$ cat config.mk
export PLATFORM = sky130hd
export DESIGN_NAME = zcel_top
export DESIGN_NICKNAME = d
export VERILOG_FILES = /design/src/core/zcel_pkg.sv /design/src/core/zcel_top.sv
export VERILOG_INCLUDE_DIRS = /design/src /design/src/core
export SDC_FILE = /design/constraint.sdc
export NUM_CORES = 1
export LEC_CHECK = 0
export BUFFER_PORTS_ARGS = -buffer_cell sky130_fd_sc_hd__buf_2
export CAP_MARGIN = 0
export CORE_UTILIZATION = 23
export CTS_BUF_LIST = sky130_fd_sc_hd__clkbuf_4
export CTS_CLUSTER_SIZE = 10
export DETAILED_ROUTE_END_ITERATION = 7
export GPL_TIMING_DRIVEN = 1
export HOLD_SLACK_MARGIN = 0.05
export MAX_ROUTING_LAYER = met4
export SKIP_LAST_GASP = 1
export SLEW_MARGIN = 20
export SYNTH_ARGS = -nofsm -noshare
export SYNTH_HDL_FRONTEND = slang
export SYNTH_SLANG_ARGS = --single-unit
$ cat constraint.sdc
create_clock -name i_clk -period 2.61 [get_ports i_clk]
set_input_delay 0.261 -clock i_clk [delete_from_list [all_inputs] [get_ports i_clk]]
set_output_delay 0.261 -clock i_clk [all_outputs]
set_load 0.01 [all_outputs]
$ cat src/core/zcel_consts.svh
// constants for the zero-cross event logic block
`ifndef ZCEL_CONSTS_SVH
`define ZCEL_CONSTS_SVH

`define ZCEL_ADDR_CTRL     12'h000
`define ZCEL_ADDR_STATUS   12'h004
`define ZCEL_ADDR_FLAG     12'h008
`define ZCEL_ADDR_MASK     12'h00C
`define ZCEL_ADDR_IRQCTL   12'h010

`define ZCEL_CTRL_ENABLE   0
`define ZCEL_CTRL_INVERT   1
`define ZCEL_CTRL_RISE     2
`define ZCEL_CTRL_FALL     3
`define ZCEL_IRQ_GROUP     0
`define ZCEL_IRQ_GLOBAL    1

`define ZCEL_HTRANS_NONSEQ 2'h2
`define ZCEL_HTRANS_SEQ    2'h3
`define ZCEL_HRESP_OKAY    1'h0

`endif

$ cat src/core/zcel_pkg.sv
// types for the zero-cross event logic block
package zcel_pkg;

  typedef struct packed {
    logic fall_irq_enable;
    logic rise_irq_enable;
    logic invert_sense;
    logic enable;
  } zcel_ctrl_type;

  typedef struct packed {
    logic global_irq_enable;
    logic peripheral_group_irq_enable;
  } zcel_irqctl_type;

  typedef enum logic {
    ZCEL_BUS_IDLE,
    ZCEL_BUS_DATA
  } zcel_bus_state_type;

endpackage

$ cat src/core/zcel_top.sv
// zero-cross detector back end with ahb-lite register slave
// Function
// - status is one while current sink active
// - polarity applies even when module disabled
// - invert set flips status meaning
// - edges detected on polarity-adjusted status
// - separate rising and falling edge detectors
// - enabled edge sets cross event flag
// - rise and fall enables gate edges
// - irq needs flag, peripheral, group, global enables
// - polarity change may raise an edge
// - set beats software clear same cycle
`timescale 1ns/1ps
`include "zcel_consts.svh"

module zcel_top (
  input  wire logic        i_clk,
  input  wire logic        i_reset,
  input  wire logic        i_sink_active,
  input  wire logic        i_hsel,
  input  wire logic [11:0] i_haddr,
  input  wire logic [1:0]  i_htrans,
  input  wire logic        i_hwrite,
  input  wire logic [2:0]  i_hsize,
  input  wire logic [31:0] i_hwdata,
  input  wire logic        i_hready,
  output logic      [31:0] o_hrdata,
  output logic             o_hreadyout,
  output logic             o_hresp,
  output logic             o_cross_state_bit,
  output logic             o_irq
);

  // ***********************************************
  // comparator synchroniser
  // ***********************************************
  logic sync1_q;
  logic sync2_q;

  always_ff @(posedge i_clk or posedge i_reset) begin
    if (i_reset) begin
      sync1_q <= 1'h0;
      sync2_q <= 1'h0;
    end else begin
      sync1_q <= i_sink_active;
      sync2_q <= sync1_q;
    end
  end

  // ***********************************************
  // registers
  // ***********************************************
  zcel_pkg::zcel_ctrl_type      ctrl_q;
  zcel_pkg::zcel_irqctl_type    irqctl_q;
  zcel_pkg::zcel_bus_state_type bus_q;
  logic        flag_q;
  logic        mask_q;
  logic        state_q;
  logic        state_d;
  logic        prev_q;
  logic        rise_evt;
  logic        fall_evt;
  logic        set_evt;
  logic        wr_en;
  logic [11:0] addr_q;
  logic        write_q;

  // invert applies regardless of enable, so status is always live
  assign state_d = sync2_q ^ ctrl_q.invert_sense;

  always_ff @(posedge i_clk or posedge i_reset) begin
    if (i_reset) begin
      state_q <= 1'h0;
      prev_q  <= 1'h0;
    end else begin
      state_q <= state_d;
      prev_q  <= state_q;
    end
  end

  assign o_cross_state_bit = state_q;

  // edges on the adjusted signal, so an invert write is an edge too
  assign rise_evt = state_q & ~prev_q;
  assign fall_evt = ~state_q & prev_q;
  assign set_evt  = (rise_evt & ctrl_q.rise_irq_enable) |
                    (fall_evt & ctrl_q.fall_irq_enable);

  // ***********************************************
  // ahb-lite slave
  // ***********************************************
  logic        take;
  logic [31:0] rdata_d;
  logic [31:0] rdata_q;

  assign take = i_hsel & i_hready & i_htrans[1];

  always_ff @(posedge i_clk or posedge i_reset) begin
    if (i_reset) begin
      bus_q   <= zcel_pkg::ZCEL_BUS_IDLE;
      addr_q  <= 12'h000;
      write_q <= 1'h0;
    end else begin
      if (i_hready) begin
        case (bus_q)
          zcel_pkg::ZCEL_BUS_IDLE: begin
            if (take) begin
              bus_q <= zcel_pkg::ZCEL_BUS_DATA;
            end
          end
          zcel_pkg::ZCEL_BUS_DATA: begin
            if (!take) begin
              bus_q <= zcel_pkg::ZCEL_BUS_IDLE;
            end
          end
          default: bus_q <= zcel_pkg::ZCEL_BUS_IDLE;
        endcase
        if (take) begin
          addr_q  <= i_haddr;
          write_q <= i_hwrite;
        end
      end
    end
  end

  assign o_hreadyout = 1'h1;
  assign o_hresp     = `ZCEL_HRESP_OKAY;
  assign wr_en       = (bus_q == zcel_pkg::ZCEL_BUS_DATA) & write_q;

  always_ff @(posedge i_clk or posedge i_reset) begin
    if (i_reset) begin
      ctrl_q   <= '0;
      irqctl_q <= '0;
      mask_q   <= 1'h0;
    end else if (wr_en) begin
      if (addr_q == `ZCEL_ADDR_CTRL) begin
        ctrl_q <= i_hwdata[3:0];
      end else if (addr_q == `ZCEL_ADDR_MASK) begin
        mask_q <= i_hwdata[0];
      end else if (addr_q == `ZCEL_ADDR_IRQCTL) begin
        irqctl_q <= i_hwdata[1:0];
      end
    end
  end

  // hardware never clears the flag; software writes one to clear
  always_ff @(posedge i_clk or posedge i_reset) begin
    if (i_reset) begin
      flag_q <= 1'h0;
    end else if (set_evt) begin
      flag_q <= 1'h1;
    end else if (wr_en && addr_q == `ZCEL_ADDR_FLAG && i_hwdata[0]) begin
      flag_q <= 1'h0;
    end
  end

  // read mux decodes the address phase
  always_comb begin
    rdata_d = 32'h0000_0000;
    if (i_haddr == `ZCEL_ADDR_CTRL) begin
      rdata_d[3:0] = ctrl_q;
    end else if (i_haddr == `ZCEL_ADDR_STATUS) begin
      rdata_d[0] = state_q;
    end else if (i_haddr == `ZCEL_ADDR_FLAG) begin
      rdata_d[0] = flag_q;
    end else if (i_haddr == `ZCEL_ADDR_MASK) begin
      rdata_d[0] = mask_q;
    end else if (i_haddr == `ZCEL_ADDR_IRQCTL) begin
      rdata_d[1:0] = irqctl_q;
    end
  end

  // latched at the address phase so read data leaves a flop;
  // limitation: a read pipelined behind a write sees the old value
  always_ff @(posedge i_clk or posedge i_reset) begin
    if (i_reset) begin
      rdata_q <= 32'h0000_0000;
    end else if (i_hready) begin
      if (take && !i_hwrite) begin
        rdata_q <= rdata_d;
      end else begin
        rdata_q <= 32'h0000_0000;
      end
    end
  end

  assign o_hrdata = rdata_q;

  assign o_irq = flag_q & mask_q & irqctl_q.peripheral_group_irq_enable &
                 irqctl_q.global_irq_enable;

  // ***********************************************
  // assertions
  // ***********************************************
  property p_status;
    @(posedge i_clk) disable iff (i_reset)
      o_cross_state_bit == ($past(sync2_q) ^ $past(ctrl_q.invert_sense));
  endproperty
  a_status: assert property (p_status)
    else $error("status bit wrong");

  property p_rise_set;
    @(posedge i_clk) disable iff (i_reset)
      (rise_evt && ctrl_q.rise_irq_enable) |=> flag_q;
  endproperty
  a_rise_set: assert property (p_rise_set)
    else $error("rising edge did not set flag");

  property p_fall_set;
    @(posedge i_clk) disable iff (i_reset)
      (fall_evt && ctrl_q.fall_irq_enable) |=> flag_q;
  endproperty
  a_fall_set: assert property (p_fall_set)
    else $error("falling edge did not set flag");

  property p_no_spurious;
    @(posedge i_clk) disable iff (i_reset)
      (!flag_q && !set_evt) |=> !flag_q;
  endproperty
  a_no_spurious: assert property (p_no_spurious)
    else $error("flag set without enabled edge");

  property p_set_wins;
    @(posedge i_clk) disable iff (i_reset)
      (set_evt && wr_en && addr_q == `ZCEL_ADDR_FLAG) |=> flag_q;
  endproperty
  a_set_wins: assert property (p_set_wins)
    else $error("clear beat set");

  property p_irq;
    @(posedge i_clk) disable iff (i_reset)
      o_irq == (flag_q && mask_q && irqctl_q == 2'h3);
  endproperty
  a_irq: assert property (p_irq)
    else $error("irq gating wrong");

  property p_invert_edge;
    @(posedge i_clk) disable iff (i_reset)
      ($stable(sync2_q) && $changed(ctrl_q.invert_sense)) |=>
        (rise_evt || fall_evt);
  endproperty
  a_invert_edge: assert property (p_invert_edge)
    else $error("invert change gave no edge");

  property p_sync1;
    @(posedge i_clk) disable iff (i_reset)
      sync1_q == $past(i_sink_active);
  endproperty
  a_sync1: assert property (p_sync1)
    else $error("first synchroniser stage wrong");

  property p_state_hold;
    @(posedge i_clk) disable iff (i_reset)
      ($stable(sync2_q) && $stable(ctrl_q.invert_sense)) |=>
        $stable(o_cross_state_bit);
  endproperty
  a_state_hold: assert property (p_state_hold)
    else $error("status moved without cause");

  property p_no_edge_steady;
    @(posedge i_clk) disable iff (i_reset)
      ($stable(sync2_q) && $stable(ctrl_q.invert_sense)) |=>
        !(rise_evt || fall_evt);
  endproperty
  a_no_edge_steady: assert property (p_no_edge_steady)
    else $error("edge without status change");

  property p_one_edge;
    @(posedge i_clk) disable iff (i_reset)
      rise_evt |-> !fall_evt;
  endproperty
  a_one_edge: assert property (p_one_edge)
    else $error("rise and fall together");

  property p_rise_dir;
    @(posedge i_clk) disable iff (i_reset)
      rise_evt |-> o_cross_state_bit;
  endproperty
  a_rise_dir: assert property (p_rise_dir)
    else $error("rising edge on low status");

  property p_fall_dir;
    @(posedge i_clk) disable iff (i_reset)
      fall_evt |-> !o_cross_state_bit;
  endproperty
  a_fall_dir: assert property (p_fall_dir)
    else $error("falling edge on high status");

  property p_rise_gate;
    @(posedge i_clk) disable iff (i_reset)
      (!flag_q && rise_evt && !ctrl_q.rise_irq_enable) |=> !flag_q;
  endproperty
  a_rise_gate: assert property (p_rise_gate)
    else $error("masked rising edge set flag");

  property p_fall_gate;
    @(posedge i_clk) disable iff (i_reset)
      (!flag_q && fall_evt && !ctrl_q.fall_irq_enable) |=> !flag_q;
  endproperty
  a_fall_gate: assert property (p_fall_gate)
    else $error("masked falling edge set flag");

  property p_flag_hold;
    @(posedge i_clk) disable iff (i_reset)
      (flag_q && !(wr_en && addr_q == `ZCEL_ADDR_FLAG && i_hwdata[0]))
        |=> flag_q;
  endproperty
  a_flag_hold: assert property (p_flag_hold)
    else $error("flag dropped without software clear");

  property p_clear;
    @(posedge i_clk) disable iff (i_reset)
      (!set_evt && wr_en && addr_q == `ZCEL_ADDR_FLAG && i_hwdata[0])
        |=> !flag_q;
  endproperty
  a_clear: assert property (p_clear)
    else $error("write one did not clear flag");

  property p_irq_mask;
    @(posedge i_clk) disable iff (i_reset)
      !mask_q |-> !o_irq;
  endproperty
  a_irq_mask: assert property (p_irq_mask)
    else $error("irq with peripheral enable off");

  property p_irq_group;
    @(posedge i_clk) disable iff (i_reset)
      !irqctl_q.peripheral_group_irq_enable |-> !o_irq;
  endproperty
  a_irq_group: assert property (p_irq_group)
    else $error("irq with group enable off");

  property p_irq_global;
    @(posedge i_clk) disable iff (i_reset)
      !irqctl_q.global_irq_enable |-> !o_irq;
  endproperty
  a_irq_global: assert property (p_irq_global)
    else $error("irq with global enable off");

  property p_write_ctrl;
    @(posedge i_clk) disable iff (i_reset)
      (wr_en && addr_q == `ZCEL_ADDR_CTRL) |=>
        ctrl_q == $past(i_hwdata[3:0]);
  endproperty
  a_write_ctrl: assert property (p_write_ctrl)
    else $error("control write lost");

  // idle bus must not show stale read data
  property p_rdata_idle;
    @(posedge i_clk) disable iff (i_reset)
      (bus_q == zcel_pkg::ZCEL_BUS_IDLE) |-> o_hrdata == 32'h0000_0000;
  endproperty
  a_rdata_idle: assert property (p_rdata_idle)
    else $error("read data outside data phase");

  property p_sync;
    @(posedge i_clk) disable iff (i_reset)
      sync2_q == $past(i_sink_active, 2);
  endproperty
  a_sync: assert property (p_sync)
    else $error("synchroniser depth wrong");

endmodule

==> results.json <==
{
  "coreArea_um2": 6390,
  "ys_warn_count": 0,
  "static-leakage-power_nw": 0.866,
  "criticalPathCategory": "reg -> reg",
  "ys_async_sr_fraction_pct": 100,
  "endpoint_kind": "flip-flop",
  "path_cells": "nor4_2 > and3_4 > nand3b_4 > mux2_4",
  "insertedDiodeCount": 0,
  "synth_cell_types": 30,
  "drt-total-wl_mm": 2.59,
  "dr.pass1.iters": 4,
  "cts_root_buf": "clkbuf_4",
  "power.total_mw": 1.08,
  "skew_ns": 0.00521,
  "vias": 910,
  "slowest_stage": "dfrtp_1",
  "netlist_area_um2": 1530,
  "fmax_mhz": 658,
  "overflow": 0,
  "ios": 91,
  "hpwl_mm": 1.99,
  "cts_sinks": 30,
  "clk_pin_slew_worst_paths_ns": 0.10,
  "crit_buf_inv": 0,
  "yosys.area.top_type": "dfrtp_1",
  "fill_cells": 688,
  "ctsResizeCount": 0,
  "via_per_inst": 3.86,
  "final_core_util_pct": 27.4,
  "synth_flop_cell": "dfrtp_1",
  "slowest_delay_ns": 0.40,
  "ys_top_cells_by_area": "dfrtp_1 49%, buf_4 15%, mux2_2 9.6%, mux2_4 4.9%, mux2i_1 2.0%",
  "cpLargestDelayFamily": "simple AND/OR/NAND/NOR gates",
  "slew_violations": 0,
  "ant_nets": 0,
  "cts.path.max_buffers": 2,
  "setup_viol": 0,
  "period_minus_slack_ns": 1.52,
  "power_density_nw_per_um2": 617,
  "drive_gt1_share_pct": 38.4,
  "wl_per_cell_um": 11.0,
  "start_util_pct": 23.9,
  "synth_common_cells": "30 x buf_4, 30 x dfrtp_1, 13 x mux2_2",
  "grt_pass1_vias": 884,
  "finalCritPeriodShare_pct": 58.2,
  "synth_cells": 124,
  "synth-edff-count": 0,
  "cp.required_ns": 2.82,
  "cts_inserted_buffers": 5,
  "hp-class": "in -> reg",
  "multi_input_area_um2": 631,
  "place_ws_ns": 0.888,
  "nets": 213,
  "rsz0062_at_grt": "false",
  "port_buffers": 28,
  "worstPathMaxFanout": 4,
  "ys_ff_latch": 30,
  "outcome": "finished clean",
  "grt_use_total_pct": 8.23,
  "grt_max_degree": 31,
  "layout_setup_ws_ns": 1.09,
  "tns_ns": 0,
  "grt_pass1_wl_mm": 4.24,
  "cap_viol_max_count": 0,
  "die_x_um": 83.5,
  "avgSynthCellArea_um2": 12.3,
  "row_count": 29,
  "ys_seq_area_share_pct": 49.1,
  "regArea_um2": 751,
  "clock_latency_ns": 0.31,
  "die_y_um": 83.5,
  "drtIter0Drc": 33,
  "htreeDepth": 2,
  "synth_top_area_share_pct": 49.1,
  "antenna_found_initial": 0,
  "tritoncts": "built",
  "die_area_um2": 6980,
  "arrival_ns": 1.73,
  "drc_errors": 0,
  "hold_viol_final": 0,
  "startpoint_type": "flip-flop",
  "ir_worst_vdd_mv": 0.273,
  "syn2layout_area_growth_pct": 14.2,
  "gp_congestion": 0.706
}
## where the power goes
| part | leakage (nW) | switching, mW | total (mW) | internal [mW] |
|---|---|---|---|---|
| registers | 0.360 | 0.0369 | 0.554 | 0.517 |
| logic | 0.460 | 0.0676 | 0.140 | 0.0724 |
| clock network | 0.0463 | 0.159 | 0.383 | 0.224 |
| total | 0.866 | 0.264 | 1.08 | 0.813 |
## area by class of cell
type	count	area share [%]
clock buffers	7	3.01
clock inverters	1	1.72
inverters	5	1.07
multi-input cells	85	36.1
flip-flops and latches	30	43.0
well taps	77	5.52
repair buffers	31	9.60
## metrics by stage
| step | area [um2] | hold WS (ns) | std cells |
|---|---|---|---|
| after floorplan | 1630 | 0.292 | 152 |
| after global placement | 1640 | 0.336 | 226 |
| after detailed placement | 1640 | 0.343 | 226 |
| after CTS | 1750 | 0.149 | 236 |
| after global routing | 1750 | 0.139 | 236 |
| final | 1750 | 0.167 | 236 |
## kinds of logic after synthesis
group | synth area share, %
other cells | 0.491
simple gates | 11.5
buf+inv | 16.5
xor+xnor | 0.573
compound gates | 3.93
mux | 17.9
flops | 49.1
## worst paths after layout
kind / start / end / slack (ns) / depth (start not counted)
worst max-delay path: addr_q[5] / ctrl_q[0] / 1.09 / 4
worst min-delay path: i_hwdata[2] / ctrl_q[2] / 0.17 / 2
worst max register to register: addr_q[5] / ctrl_q[0] / 1.09 / 4
worst min register to register: sync1_q / sync2_q / 0.36 / 0
max in group asynchronous: i_reset / irqctl_q[0] / 1.78 / 4
min in group asynchronous: i_reset / bus_q / 0.55 / 4
## timing repair
action / CTS / global route
endpoints found under the hold margin: 31 / 0
buffers inserted: 0 / 0
setup endpoints to repair: 0 / 0
hold buffers: 2 / 0
## placed cells by master, fill, tap and decap left out
| cell | instances |
|---|---|
| nand3b_4 | 1 |
| mux2i_1 | 3 |
| o22ai_1 | 2 |
| clkbuf_4 | 7 |
| a21o_1 | 1 |
| mux2_2 | 13 |
| and3_4 | 1 |
| nand4b_1 | 2 |
| bufinv_16 | 1 |
| inv_1 | 5 |
| and4bb_2 | 1 |
| nor3_1 | 1 |
| dfrtp_1 | 30 |
| buf_2 | 28 |
| o32ai_1 | 1 |
| nand2_1 | 4 |
| o41ai_1 | 1 |
| nor4_2 | 1 |
| buf_4 | 1 |
| conb_1 | 30 |
| o21ai_0 | 1 |
| nand3_2 | 2 |
| and4_1 | 1 |
| xor2_1 | 1 |
| dlygate4sd3_1 | 2 |
| nor4bb_1 | 1 |
| a22o_1 | 2 |
| mux2_1 | 2 |
| nor4_1 | 4 |
| nor2_1 | 3 |
| mux2_4 | 5 |
| nor2b_1 | 1 |
## registers in the layout, indices dropped and copies added (netlist names)
signal             cells
write_q                1
addr_q                12
sync1_q                1
ctrl_q                 4
bus_q                  1
o_hrdata               4
o_cross_state_bit      1
prev_q                 1
flag_q                 1
mask_q                 1
irqctl_q               2
sync2_q                1
## worst reg2reg max path: stages (launching register included)
cell and delay [ns]:
dfrtp_1 0.40, nor4_2 0.29, and3_4 0.27, nand3b_4 0.13
mux2_4 0.32
## per-layer routing
layer	wire [um]	up-vias	track usage, %	part of all wire, %
li1	-	440	-	-
met1	1260	427	10.6	48
met2	1130	41	11.8	44
met3	185	2	2.97	7.1
met4	18	0	3.24	0.69
met5	0	-	-	0
Note: power is estimated with default switching activity, not from simulation.
